==> config.mk <==
export PLATFORM = sky130hd
export DESIGN_NAME = rss_status
export DESIGN_NICKNAME = d
export VERILOG_FILES = /design/src/design/rss_pkg.sv /design/src/design/rss_status.sv /design/src/design/rss_sync.sv
export VERILOG_INCLUDE_DIRS = /design/src /design/src/design
export SDC_FILE = /design/constraint.sdc
export NUM_CORES = 1
export LEC_CHECK = 0
export BUFFER_PORTS_ARGS = -buffer_cell sky130_fd_sc_hd__buf_2
export CORE_UTILIZATION = 45
export CTS_BUF_LIST = sky130_fd_sc_hd__clkbuf_8
export DETAILED_ROUTE_END_ITERATION = 10
export PLACE_DENSITY_LB_ADDON = 0.3
export SLEW_MARGIN = 20
export SYNTH_ARGS = -nofsm -noshare
export SYNTH_HDL_FRONTEND = slang
export SYNTH_HIERARCHICAL = 1
export SYNTH_SLANG_ARGS = --single-unit
export TNS_END_PERCENT = 100
==> constraint.sdc <==
create_clock -name ref_clk_in -period 2.7 [get_ports ref_clk_in]
set_input_delay 0.405 -clock ref_clk_in [delete_from_list [all_inputs] [get_ports ref_clk_in]]
set_output_delay 0.405 -clock ref_clk_in [all_outputs]
set_load 0.005 [all_outputs]
==> src/design/rss_defs.svh <==
// Constants for the ramp and switch status register block.
// Assumes a 32-bit APB slave; included by every design file that needs it.
//
// Function
// - Bit 15 shows the right virtual stop condition, read-only.
// - Bit 14 shows the left virtual stop condition, read-only.
// - Bit 13 shows the enabled stall input, read-only.
// - Bit 12 sets when the ramp reverses for a second move; write one clears.
// - Bit 11 shows the post-stop standstill wait interval.
// - Bit 10 shows ramp velocity equal to zero.
// - Bit 9 shows actual position equal to target position.
// - Bit 8 shows actual velocity equal to maximum velocity.
// - Bit 7 sets on position match rising; write one clears; drives interrupt.
// - Bit 6 sets on stall halt event; write one clears; drives interrupt.
// - Clearing the stall halt event releases the stall halt.
// - Bit 5 shows right stop from switch or virtual stop; drives interrupt.
// - Bit 4 shows left stop from switch or virtual stop; drives interrupt.
// - Hold mode or an opposite move command removes a stop condition.
// - In soft stop the condition stays until motion toward the switch ends.
// - Disabling the switch or stop function clears the flag, motor continues.
// - Bit 3 sets on an enabled right switch latch edge; write one clears.
// - Bit 2 sets on an enabled left switch latch edge; write one clears.
// - Bits 1 and 0 show right and left switch inputs at active level.
`ifndef RSS_DEFS_SVH
`define RSS_DEFS_SVH

// Register indices; byte address is four times the index
`define RSS_IDX_STATUS 10'h035
`define RSS_IDX_CONFIG 10'h034

// Status bit positions
`define RSS_B_VSTOP_R 15
`define RSS_B_VSTOP_L 14
`define RSS_B_STALL 13
`define RSS_B_SECOND 12
`define RSS_B_ZWAIT 11
`define RSS_B_VZERO 10
`define RSS_B_POS 9
`define RSS_B_VEL 8
`define RSS_B_EV_POS 7
`define RSS_B_EV_STALL 6
`define RSS_B_EV_STOP_R 5
`define RSS_B_EV_STOP_L 4
`define RSS_B_LATCH_R 3
`define RSS_B_LATCH_L 2
`define RSS_B_SW_R 1
`define RSS_B_SW_L 0

// Switch configuration bit positions
`define RSS_C_STOP_L_EN 0
`define RSS_C_STOP_R_EN 1
`define RSS_C_POL_L 2
`define RSS_C_POL_R 3
`define RSS_C_LATCH_L_ACT 4
`define RSS_C_LATCH_L_INACT 5
`define RSS_C_LATCH_R_ACT 6
`define RSS_C_LATCH_R_INACT 7
`define RSS_C_STALL_HALT_EN 8
`define RSS_C_SOFT_STOP 9
`define RSS_C_VSTOP_L_EN 10
`define RSS_C_VSTOP_R_EN 11
`define RSS_CONFIG_MASK 32'h0000_0FFF

// Reset values
`define RSS_STATUS_RST 16'hC000
`define RSS_CONFIG_RST 12'h000
`define RSS_ZERO_WORD 32'h0000_0000

`endif

==> src/design/rss_pkg.sv <==
// Types shared by the ramp and switch status block.
// Assumes nothing beyond a 32-bit register bus.
package rss_pkg;
  typedef logic [31:0] rss_word_t;
  typedef logic [15:0] rss_status_t;
  typedef logic [11:0] rss_config_t;
  // Bus phase of the slave, Gray along idle, wait, answer
  typedef enum logic [1:0] {
    RSS_IDLE = 2'b00,
    RSS_WAIT = 2'b01,
    RSS_DONE = 2'b11
  } rss_phase_t;
endpackage : rss_pkg

==> src/design/rss_status.sv <==
// Ramp and switch status register with switch configuration, APB slave.
// Assumes ramp generator inputs are on ref_clk_in; switch pins are asynchronous.
`timescale 1ns/1ps
`include "rss_defs.svh"
module rss_status #(
  parameter int ADDR_W = 12
) (
  // Clock, reset, enable
  input wire logic ref_clk_in,
  input wire logic rstn_in,
  input wire logic ce_in,
  // APB slave
  input wire logic psel_in,
  input wire logic penable_in,
  input wire logic pwrite_in,
  input wire logic [ADDR_W-1:0] paddr_in,
  input wire logic [31:0] pwdata_in,
  output logic [31:0] prdata_out,
  output logic pready_out,
  output logic pslverr_out,
  // Ramp generator state
  input wire logic [31:0] actual_position_in,
  input wire logic [31:0] target_position_in,
  input wire logic [31:0] actual_velocity_in,
  input wire logic [31:0] max_velocity_in,
  input wire logic zero_wait_active_in,
  input wire logic second_move_in,
  input wire logic virt_stop_l_in,
  input wire logic virt_stop_r_in,
  input wire logic ramp_hold_in,
  input wire logic move_left_cmd_in,
  input wire logic move_right_cmd_in,
  // Stall detector, qualified by its own source enable
  input wire logic stall_input_active_in,
  // Reference switch pins
  input wire logic ref_l_pin_in,
  input wire logic ref_r_pin_in,
  // Outputs to the motion logic
  output logic int_out,
  output logic stop_l_out,
  output logic stop_r_out,
  output logic stall_halt_out,
  output logic latch_l_out,
  output logic latch_r_out
);

  // Sticky flag update: a set in the same cycle as a clear wins
  function automatic logic sticky(input logic flag, input logic set, input logic clr);
    sticky = set | (flag & ~clr);
  endfunction : sticky

  function automatic logic rise(input logic cur, input logic prev);
    rise = cur & ~prev;
  endfunction : rise

  function automatic logic fall(input logic cur, input logic prev);
    fall = ~cur & prev;
  endfunction : fall

  rss_pkg::rss_phase_t phase;
  rss_pkg::rss_status_t status;
  rss_pkg::rss_config_t switch_config;
  logic [1:0] pin_sync;
  logic sw_l;
  logic sw_r;
  logic sw_l_prev;
  logic sw_r_prev;
  logic pos_match_prev;
  logic stall_prev;
  logic cond_l_prev;
  logic cond_r_prev;
  logic [ADDR_W-1:0] addr_idx;
  logic hit_status;
  logic hit_config;
  logic wr_commit;
  logic [15:0] w1c;
  logic vel_pos;
  logic vel_neg;
  logic cond_l;
  logic cond_r;
  logic moving_l;
  logic moving_r;
  logic latch_l_hit;
  logic latch_r_hit;
  logic stall_set;
  logic stop_l_clr;
  logic stop_r_clr;
  logic [31:0] next_rdata;

  rss_sync #(
    .WIDTH(2)
  ) u_pin_sync (
    .ref_clk_in(ref_clk_in),
    .rstn_in(rstn_in),
    .ce_in(ce_in),
    .async_in({ref_r_pin_in, ref_l_pin_in}),
    .sync_out(pin_sync)
  );

  // Polarity applied after synchronising, so a config write never glitches the filter
  assign sw_l = pin_sync[0] ^ switch_config[`RSS_C_POL_L];
  assign sw_r = pin_sync[1] ^ switch_config[`RSS_C_POL_R];

  // Bus decode; low two address bits ignored
  assign addr_idx = paddr_in >> 2;
  assign hit_status = (addr_idx == ADDR_W'(`RSS_IDX_STATUS));
  assign hit_config = (addr_idx == ADDR_W'(`RSS_IDX_CONFIG));
  assign wr_commit = ce_in & psel_in & penable_in & pready_out & pwrite_in;
  // Only ones written to the status word clear anything
  assign w1c = (wr_commit & hit_status) ? pwdata_in[15:0] : 16'h0000;

  assign vel_pos = ($signed(actual_velocity_in) > $signed(`RSS_ZERO_WORD));
  assign vel_neg = ($signed(actual_velocity_in) < $signed(`RSS_ZERO_WORD));
  assign moving_l = vel_neg | move_left_cmd_in;
  assign moving_r = vel_pos | move_right_cmd_in;

  // Stop sources: physical switch or virtual stop, each gated by its enable
  assign cond_l = (sw_l & switch_config[`RSS_C_STOP_L_EN])
                | (virt_stop_l_in & switch_config[`RSS_C_VSTOP_L_EN]);
  assign cond_r = (sw_r & switch_config[`RSS_C_STOP_R_EN])
                | (virt_stop_r_in & switch_config[`RSS_C_VSTOP_R_EN]);

  // Hold, an opposite move, or a disabled stop function all drop the flag
  always_comb begin
    stop_l_clr = ramp_hold_in | move_right_cmd_in;
    stop_r_clr = ramp_hold_in | move_left_cmd_in;
    if (!switch_config[`RSS_C_STOP_L_EN] && !switch_config[`RSS_C_VSTOP_L_EN]) begin
      stop_l_clr = 1'b1;
    end
    if (!switch_config[`RSS_C_STOP_R_EN] && !switch_config[`RSS_C_VSTOP_R_EN]) begin
      stop_r_clr = 1'b1;
    end
    if (!cond_l) begin
      // Soft stop keeps the flag until motion toward the switch has ended
      if (!switch_config[`RSS_C_SOFT_STOP] || !vel_neg) begin
        stop_l_clr = 1'b1;
      end
    end
    if (!cond_r) begin
      if (!switch_config[`RSS_C_SOFT_STOP] || !vel_pos) begin
        stop_r_clr = 1'b1;
      end
    end
  end

  // Latch edges on the polarity-corrected switch levels
  assign latch_l_hit = (rise(sw_l, sw_l_prev) & switch_config[`RSS_C_LATCH_L_ACT])
                     | (fall(sw_l, sw_l_prev) & switch_config[`RSS_C_LATCH_L_INACT]);
  assign latch_r_hit = (rise(sw_r, sw_r_prev) & switch_config[`RSS_C_LATCH_R_ACT])
                     | (fall(sw_r, sw_r_prev) & switch_config[`RSS_C_LATCH_R_INACT]);

  assign stall_set = stall_input_active_in & switch_config[`RSS_C_STALL_HALT_EN];

  // Edge history
  always_ff @(posedge ref_clk_in or negedge rstn_in) begin
    if (!rstn_in) begin
      sw_l_prev <= 1'b0;
      sw_r_prev <= 1'b0;
      pos_match_prev <= 1'b0;
      stall_prev <= 1'b0;
      cond_l_prev <= 1'b0;
      cond_r_prev <= 1'b0;
    end else if (ce_in) begin
      sw_l_prev <= sw_l;
      sw_r_prev <= sw_r;
      pos_match_prev <= status[`RSS_B_POS];
      stall_prev <= stall_set;
      cond_l_prev <= cond_l & moving_l;
      cond_r_prev <= cond_r & moving_r;
    end
  end

  // Live status bits and the sticky second-move flag, one cycle behind their sources
  always_ff @(posedge ref_clk_in or negedge rstn_in) begin
    if (!rstn_in) begin
      status[15:8] <= 8'(`RSS_STATUS_RST >> 8);
      status[`RSS_B_SW_R] <= 1'b0;
      status[`RSS_B_SW_L] <= 1'b0;
    end else if (ce_in) begin
      status[`RSS_B_VSTOP_R] <= virt_stop_r_in;
      status[`RSS_B_VSTOP_L] <= virt_stop_l_in;
      status[`RSS_B_STALL] <= stall_input_active_in;
      status[`RSS_B_SECOND] <= sticky(status[`RSS_B_SECOND], second_move_in, w1c[`RSS_B_SECOND]);
      status[`RSS_B_ZWAIT] <= zero_wait_active_in;
      status[`RSS_B_VZERO] <= (actual_velocity_in == `RSS_ZERO_WORD);
      status[`RSS_B_POS] <= (actual_position_in == target_position_in);
      status[`RSS_B_VEL] <= (actual_velocity_in == max_velocity_in);
      status[`RSS_B_SW_R] <= sw_r;
      status[`RSS_B_SW_L] <= sw_l;
    end
  end

  // Event flags
  always_ff @(posedge ref_clk_in or negedge rstn_in) begin
    if (!rstn_in) begin
      status[`RSS_B_EV_POS] <= 1'b0;
      status[`RSS_B_EV_STALL] <= 1'b0;
      status[`RSS_B_LATCH_R] <= 1'b0;
      status[`RSS_B_LATCH_L] <= 1'b0;
    end else if (ce_in) begin
      status[`RSS_B_EV_POS] <= sticky(status[`RSS_B_EV_POS],
                                      rise(status[`RSS_B_POS], pos_match_prev), w1c[`RSS_B_EV_POS]);
      status[`RSS_B_EV_STALL] <= sticky(status[`RSS_B_EV_STALL],
                                        rise(stall_set, stall_prev), w1c[`RSS_B_EV_STALL]);
      status[`RSS_B_LATCH_R] <= sticky(status[`RSS_B_LATCH_R], latch_r_hit, w1c[`RSS_B_LATCH_R]);
      status[`RSS_B_LATCH_L] <= sticky(status[`RSS_B_LATCH_L], latch_l_hit, w1c[`RSS_B_LATCH_L]);
    end
  end

  // Stop flags: set on the onset of a stop while heading into it; ramp actions win
  always_ff @(posedge ref_clk_in or negedge rstn_in) begin
    if (!rstn_in) begin
      status[`RSS_B_EV_STOP_R] <= 1'b0;
      status[`RSS_B_EV_STOP_L] <= 1'b0;
    end else if (ce_in) begin
      if (stop_r_clr) begin
        status[`RSS_B_EV_STOP_R] <= 1'b0;
      end else if (rise(cond_r & moving_r, cond_r_prev)) begin
        status[`RSS_B_EV_STOP_R] <= 1'b1;
      end
      if (stop_l_clr) begin
        status[`RSS_B_EV_STOP_L] <= 1'b0;
      end else if (rise(cond_l & moving_l, cond_l_prev)) begin
        status[`RSS_B_EV_STOP_L] <= 1'b1;
      end
    end
  end

  // Switch configuration register
  always_ff @(posedge ref_clk_in or negedge rstn_in) begin
    if (!rstn_in) begin
      switch_config <= `RSS_CONFIG_RST;
    end else if (wr_commit && hit_config) begin
      switch_config <= pwdata_in[11:0];
    end
  end

  // Outputs to the motion logic
  always_ff @(posedge ref_clk_in or negedge rstn_in) begin
    if (!rstn_in) begin
      int_out <= 1'b0;
      stop_l_out <= 1'b0;
      stop_r_out <= 1'b0;
      stall_halt_out <= 1'b0;
      latch_l_out <= 1'b0;
      latch_r_out <= 1'b0;
    end else if (ce_in) begin
      int_out <= status[`RSS_B_EV_POS] | status[`RSS_B_EV_STALL]
               | status[`RSS_B_EV_STOP_R] | status[`RSS_B_EV_STOP_L];
      stop_l_out <= status[`RSS_B_EV_STOP_L];
      stop_r_out <= status[`RSS_B_EV_STOP_R];
      // Halt held only while the event is pending and halting is enabled
      stall_halt_out <= status[`RSS_B_EV_STALL] & switch_config[`RSS_C_STALL_HALT_EN];
      latch_l_out <= latch_l_hit;
      latch_r_out <= latch_r_hit;
    end
  end

  // Read mux
  always_comb begin
    next_rdata = `RSS_ZERO_WORD;
    if (hit_status) begin
      next_rdata = {16'h0000, status};
    end else if (hit_config) begin
      next_rdata = {20'h0_0000, switch_config};
    end
  end

  // APB: one wait state, then the answer for one cycle
  always_ff @(posedge ref_clk_in or negedge rstn_in) begin
    if (!rstn_in) begin
      phase <= rss_pkg::RSS_IDLE;
      pready_out <= 1'b0;
      pslverr_out <= 1'b0;
      prdata_out <= `RSS_ZERO_WORD;
    end else if (ce_in) begin
      case (phase)
        rss_pkg::RSS_IDLE: begin
          pready_out <= 1'b0;
          pslverr_out <= 1'b0;
          if (psel_in && !penable_in) begin
            phase <= rss_pkg::RSS_WAIT;
          end
        end
        rss_pkg::RSS_WAIT: begin
          if (psel_in && penable_in) begin
            phase <= rss_pkg::RSS_DONE;
            pready_out <= 1'b1;
            pslverr_out <= ~(hit_status | hit_config);
            prdata_out <= pwrite_in ? `RSS_ZERO_WORD : next_rdata;
          end else begin
            phase <= rss_pkg::RSS_IDLE;
          end
        end
        rss_pkg::RSS_DONE: begin
          pready_out <= 1'b0;
          pslverr_out <= 1'b0;
          phase <= rss_pkg::RSS_IDLE;
        end
        default: begin
          phase <= rss_pkg::RSS_IDLE;
          pready_out <= 1'b0;
          pslverr_out <= 1'b0;
        end
      endcase
    end
  end

endmodule : rss_status

==> src/design/rss_sync.sv <==
// Three-stage synchroniser for asynchronous pin levels.
// Assumes pins are quasi-static relative to the clock.
`timescale 1ns/1ps
module rss_sync #(
  parameter int WIDTH = 2
) (
  // Clock and reset
  input wire logic ref_clk_in,
  input wire logic rstn_in,
  input wire logic ce_in,
  // Levels
  input wire logic [WIDTH-1:0] async_in,
  output logic [WIDTH-1:0] sync_out
);
  logic [WIDTH-1:0] stage1;
  logic [WIDTH-1:0] stage2;
  logic [WIDTH-1:0] stage3;

  always_ff @(posedge ref_clk_in or negedge rstn_in) begin
    if (!rstn_in) begin
      stage1 <= '0;
      stage2 <= '0;
      stage3 <= '0;
    end else if (ce_in) begin
      stage1 <= async_in;
      stage2 <= stage1;
      stage3 <= stage2;
    end
  end

  // Accept a change only once two late stages agree, filtering one-cycle glitches
  always_ff @(posedge ref_clk_in or negedge rstn_in) begin
    if (!rstn_in) begin
      sync_out <= '0;
    end else if (ce_in) begin
      if (stage2 == stage3) begin
        sync_out <= stage3;
      end
    end
  end
endmodule : rss_sync

==> results.ini, run 1 <==
[clocking]
numClockSinks = 66
hold_buffers = 0
ctsResizeCount = 0
clk_latency_ns = 0.34
cts_buffers = 9
post_cts_buffers = 0
ctsHtreeMaxLevel = 3
clk_pin_slew_ns = 0.07
cts_tree = yes
cts-root-buf = clkbuf_8
clockBufferDepth = 2

[power_and_ir_drop]
irDropWorstVdd_v = 0.000343
p_leak_uw = 0.00256
p_per_area_nw_per_um2 = 499

[floorplanning]
initial_core_util_pct = 47.3
die_y_um = 93.0
die_area_sq_um = 8650
rows = 32
die_w_um = 93.0
core_region_area_sq_um = 7890
boundaryPins = 228

[global_route]
grt_max_degree = 50
antenna_found_initial = 0
grt_pass1_wl_um = 17600
grtUsageTotal_pct = 26.9
grt_pass1_vias = 3539
gr-total-overflow = 0

[sta]
post-route-min-period_ns = 1.82
finClkSkew_ns = 0.00855
fin_crit_sh_pct = 67.3
fin_ws_ns = 0.883
drv_slew = 0
tightest_slew_ns = 0.754
tns_ns = 0
setup_viol = 0
slew_headroom_pct = 49.7
hold_violations = 0
grt_setup_unrepaired = false
fmax_ghz = 0.550

[critical_path]
cpPeakStageDelay_ns = 0.53
r2r-end = prdata_out[8]
startpoint_type = input pin
critPathBufInv = 4
critPathTopFamily = simple AND/OR/NAND/NOR gates
cp_max_fo = 9
r2r_setup_slack_ns = 1.12
critPathKind = input pin to flip-flop
path_common_cell = buf_4
critPathArrivalTime_ns = 2.10
cpMaxStageDelayCell = or4b_4
required_ns = 2.98
worstSetupEndpointType = flip-flop
reg2reg_depth = 6
timing.rr.start = phase[1]
crit_chain = buf_2, or4b_4, nor4_4, buf_4, nor4b_4, buf_4, a222oi_1, inv_1

[drt]
vias = 3381
via_per_inst = 5.19
antenna_left = 0
drtPass1Iterations = 6
wire_per_inst_um = 17.0
drt_iter0_drc = 192
wl_um = 11100
drc = 0

[worst_hold_path]
hold_class = input pin to async pin

[run_status]
status = finished clean

[logic_synthesis]
synth_edf_count = 0
synth.top_cell.area_share_pct = 43.0
async_reset_ff_share_pct = 100
yosys_warnings = 6
yosysSeqAreaShare_pct = 44.4
yosysUniqueCellTypes = 44
synthTopCellsByArea = dfrtp_1, xnor2_1, xor2_1
synth-seq-cells = 66
avgSynthCellArea_sq_um = 10.7
syn_area_sq_um = 3730
synth_flop_cell = dfrtp_1
synth_area_leader_cell = dfrtp_1
netlist_instances = 347

[layout]
synthToLayoutAreaGrowth_pct = 34.0
drive_above_1_share_pct = 43.0
diodes = 0
final_area_sq_um = 5000
fin_nets = 733
fillers = 693

[place]
placed_area_sq_um = 4760
hpwl_um = 8920
gp_congestion = 0.891
io_buffers = 190
preCtsSetupSlack_ns = 0.532

[job]
drv_cap = 0

## flip-flops by register name (all words and copies together), names as in the netlist
| signal | count |
|---|---|
| sw_r_prev | 1 |
| latch_l_out | 1 |
| stop_r_out | 1 |
| u_pin_sync/stage3 | 2 |
| stop_l_out | 1 |
| pos_match_prev | 1 |
| pslverr_out | 1 |
| latch_r_out | 1 |
| pready_out | 1 |
| cond_l_prev | 1 |
| u_pin_sync/sync_out | 2 |
| int_out | 1 |
| u_pin_sync/stage2 | 2 |
| status | 15 |
| stall_prev | 1 |
| switch_config | 12 |
| cond_r_prev | 1 |
| u_pin_sync/stage1 | 2 |
| phase | 2 |
| stall_halt_out | 1 |
| prdata_out | 16 |
## Yosys cell counts, drive strengths merged (2+ instances only)
| cell type | number |
|---|---|
| a21oi | 4 |
| a222oi | 12 |
| a22o | 6 |
| and3 | 3 |
| buf | 22 |
| clkbuf | 3 |
| dfrtp | 64 |
| dfstp | 2 |
| inv | 29 |
| mux2 | 27 |
| nand2 | 18 |
| nand3 | 7 |
| nand3b | 4 |
| nand4 | 15 |
| nor2 | 8 |
| nor3 | 3 |
| nor4 | 18 |
| nor4b | 2 |
| o211ai | 2 |
| o21ai | 13 |
| o22ai | 3 |
| xnor2 | 35 |
| xor2 | 33 |
## worst max-delay path by stage
stage                                    to  slack [ns]  depth (start not counted)         from
after floorplan           switch_config[10]        0.64                          5  paddr_in[3]
after global placement        prdata_out[1]        0.57                          8  paddr_in[3]
after detailed placement      prdata_out[9]        0.53                          8  paddr_in[3]
after CTS                     prdata_out[8]        0.90                          8  paddr_in[3]
after global routing          prdata_out[7]        0.77                          8  paddr_in[3]
final                         prdata_out[8]        0.88                          8  paddr_in[3]
## cell type report
type	count	area [sq um]	share of cell area, %
Multi-Input combinational cell	242	1850	37.0
Sequential cell	66	1650	33.1
Timing Repair Buffer	197	1020	20.3
Clock buffer	10	138	2.75
Tap cell	102	128	2.55
Inverter	29	109	2.18
Clock inverter	5	103	2.05
## stage by stage
stage	cells	power, uW	hold slack [ns]	utilization (%)
floorplan	362	1290	0.109	-
global placement	636	1480	0.422	60.3
detailed placement	636	1500	0.439	60.3
CTS	651	2510	0.140	63.3
global route	651	2600	0.174	63.3
finish	651	2490	0.128	63.3
## kinds of logic after synthesis
kind of cell / Yosys count / synth area share, %
other: 1 / 0.101
muxes: 27 / 8.15
and+or+nand+nor: 81 / 13.7
DFF: 66 / 44.4
AOI/OAI and AO/OA: 50 / 10.2
xor gates and xnor gates: 68 / 16.0
buffers and inverters: 54 / 7.55
## report_power, final
| part | switching, uW | leakage [uW] | internal [uW] |
|---|---|---|---|
| Sequential | 45.4 | 0.000869 | 1040 |
| Combinational | 193 | 0.00157 | 207 |
| Clock | 377 | 0.000118 | 632 |
## placed cells by master (no fill, tap or decap), types with 8 or more instances in the layout
master,netlist,final
dfrtp_1,64,64
mux2_2,15,15
a222oi_1,12,12
xnor2_1,35,35
xor2_1,33,33
nand4_1,15,15
nand2_1,18,18
inv_1,29,29
buf_2,3,190
conb_1,1,16
nor2_1,8,8
o21ai_0,13,13
nor4_1,17,17
clkbuf_8,0,10
mux2_1,12,12
## metal layers
layer,up-vias,track usage [%],share of wire (%)
met1,1632,37.6,45
met2,130,42.6,49
met3,7,6.42,6.1
met4,0,5.77,0.63
li1,1612,-,-
met5,-,0,0
Power figures use the tool's default switching activity.
==> run 2, diff against run 1 <==
- clock period: 2.7 -> 1.9 ns (I/O delays scaled with it)
==> run 2 against run 1 <==
Non-clock buffer count up 3. First-iteration DRC count shrank 2.1%. Sequential cell count unchanged. Global-route usage decreased by 1.7 points. Worst setup slack lost 0.69 ns. Worst hold slack improved by 0.021 ns. Wire length down 4.1%. Clock skew about the same. Sequential power grew 43%. Utilization increased by 0.21 points. Register-to-register slack lost 0.75 ns. Count of clock-buffer cells in the layout decreased by 1. Critical path type unchanged.
==> results.ini, run 2 (synthesis results as in run 1) <==
[floorplanning]
die_w_um = 93.0
initial_core_util_pct = 47.3
rows = 32
boundaryPins = 228
die_y_um = 93.0
die_area_sq_um = 8650
core_region_area_sq_um = 7890

[critical_path]
worstSetupEndpointType = flip-flop
cp_max_fo = 12
cpPeakStageDelay_ns = 0.54
r2r_setup_slack_ns = 0.37
critPathBufInv = 2
critPathTopFamily = simple AND/OR/NAND/NOR gates
required_ns = 2.12
cpMaxStageDelayCell = or4b_4
crit_chain = buf_2, or4b_4, nor4_4, nand3_2, buf_12, mux2_1
startpoint_type = input pin
critPathArrivalTime_ns = 1.93
critPathKind = input pin to flip-flop

[sta]
tightest_slew_ns = 0.542
drv_slew = 0
grt_setup_unrepaired = false
fin_crit_sh_pct = 89.6
tns_ns = 0
finClkSkew_ns = 0.00811
setup_viol = 0
fmax_ghz = 0.587
hold_violations = 0
post-route-min-period_ns = 1.70
slew_headroom_pct = 63.9
holdWs_ns = 0.149
fin_ws_ns = 0.198

[layout]
largest_reg_flops = 16
reg_top3 = prdata_out: 16 flops, status: 15 flops, switch_config: 12 flops
final_common_cell = buf_2
fillers = 682
layout_common_cells = buf_2, dfrtp_1, xnor2_1, xor2_1, inv_1
drive_above_1_share_pct = 43.9
synthToLayoutAreaGrowth_pct = 34.4
fin_nets = 736
largest-register = prdata_out

[drt]
vias = 3377
wl_um = 10600
drtPass1Iterations = 5
antenna_left = 0
wire_per_inst_um = 16.2
drc = 0
via_per_inst = 5.15
drt_iter0_drc = 188

[place]
io_buffers = 190
hpwl_um = 8530
preCtsSetupSlack_ns = -0.187
gp_congestion = 0.885

[clocking]
clockBufferDepth = 2
clk_latency_ns = 0.35
cts_buffers = 9
clk_pin_slew_ns = 0.08
numClockSinks = 66
ctsHtreeMaxLevel = 3
cts_tree = yes
cts-root-buf = clkbuf_8
post_cts_buffers = 0

[power_and_ir_drop]
irDropWorstVdd_v = 0.000399
p_per_area_nw_per_um2 = 660
p_leak_uw = 0.00257
power_uw = 3310

[worst_hold_path]
hold_class = input pin to flip-flop

[global_route]
grt_pass1_vias = 3343
antenna_found_initial = 0
grtUsageTotal_pct = 25.2
gr-total-overflow = 0
grt_max_degree = 67
grt_pass1_wl_um = 16600

[job]
drv_cap = 0

[run_status]
status = finished clean

-- run 2: layout make-up --
type / instances / area, sq um / area share [%]
Antenna cell: 1 / 2.50 / 0.0499
Tap cell: 102 / 128 / 2.55
Inverter: 29 / 109 / 2.17
Multi-Input combinational cell: 242 / 1860 / 37.2
Clock inverter: 7 / 77.6 / 1.55
Sequential cell: 66 / 1650 / 33.0
Clock buffer: 9 / 124 / 2.47
Timing Repair Buffer: 200 / 1050 / 21.0
-- run 2: what timing repair did --
| item | in CTS | in global routing |
|---|---|---|
| hold buffers | 1 | 0 |
| setup endpoints to repair | 0 | 0 |
| endpoints found under the hold margin | 64 | 0 |
| resized for setup | 0 | 0 |
-- run 2: metal layers --
layer  vias to the layer above  share of wire [%]  global-route usage (%)
met4                         0               0.35                    3.72
met1                      1622                 44                    33.9
met3                         5                7.7                    7.80
li1                       1614                  -                       -
met2                       136                 48                    40.7
met5                         -                  0                       0
-- run 2: where the power goes --
part / leakage (uW) / total, uW / switching [uW] / internal, uW
clock network: 0.000100 / 1200 / 585 / 616
registers: 0.000869 / 1540 / 66.1 / 1470
logic: 0.00160 / 568 / 272 / 296
-- run 2: per-stage QoR --
step | utilization, % | cells | instance area, sq um
after floorplan | - | 362 | 3810
after global placement | 60.8 | 638 | 4800
after detailed placement | 60.8 | 638 | 4800
after CTS | 63.5 | 655 | 5010
after global routing | 63.5 | 655 | 5010
final | 63.5 | 656 | 5010
-- run 2: worst reg2reg max path: cells and delay by family, from the launching register on --
kind | cells | cell delay (ns)
flip-flops | 1 | 0.39
AO/OA/AOI/OAI | 1 | 0.10
buffers and inverters | 3 | 0.42
AND/OR/NAND/NOR | 2 | 0.56
-- run 2: final timing paths --
path,cells past startpoint,startpoint,endpoint
min,2,pwdata_in[1],switch_config[1]
max reg2reg,6,phase[1],prdata_out[6]
max in group asynchronous,3,rstn_in,status[14]
max,6,paddr_in[3],switch_config[7]
min reg2reg,1,pos_match_prev,status[7]
min in group asynchronous,3,rstn_in,u_pin_sync/stage1[1]
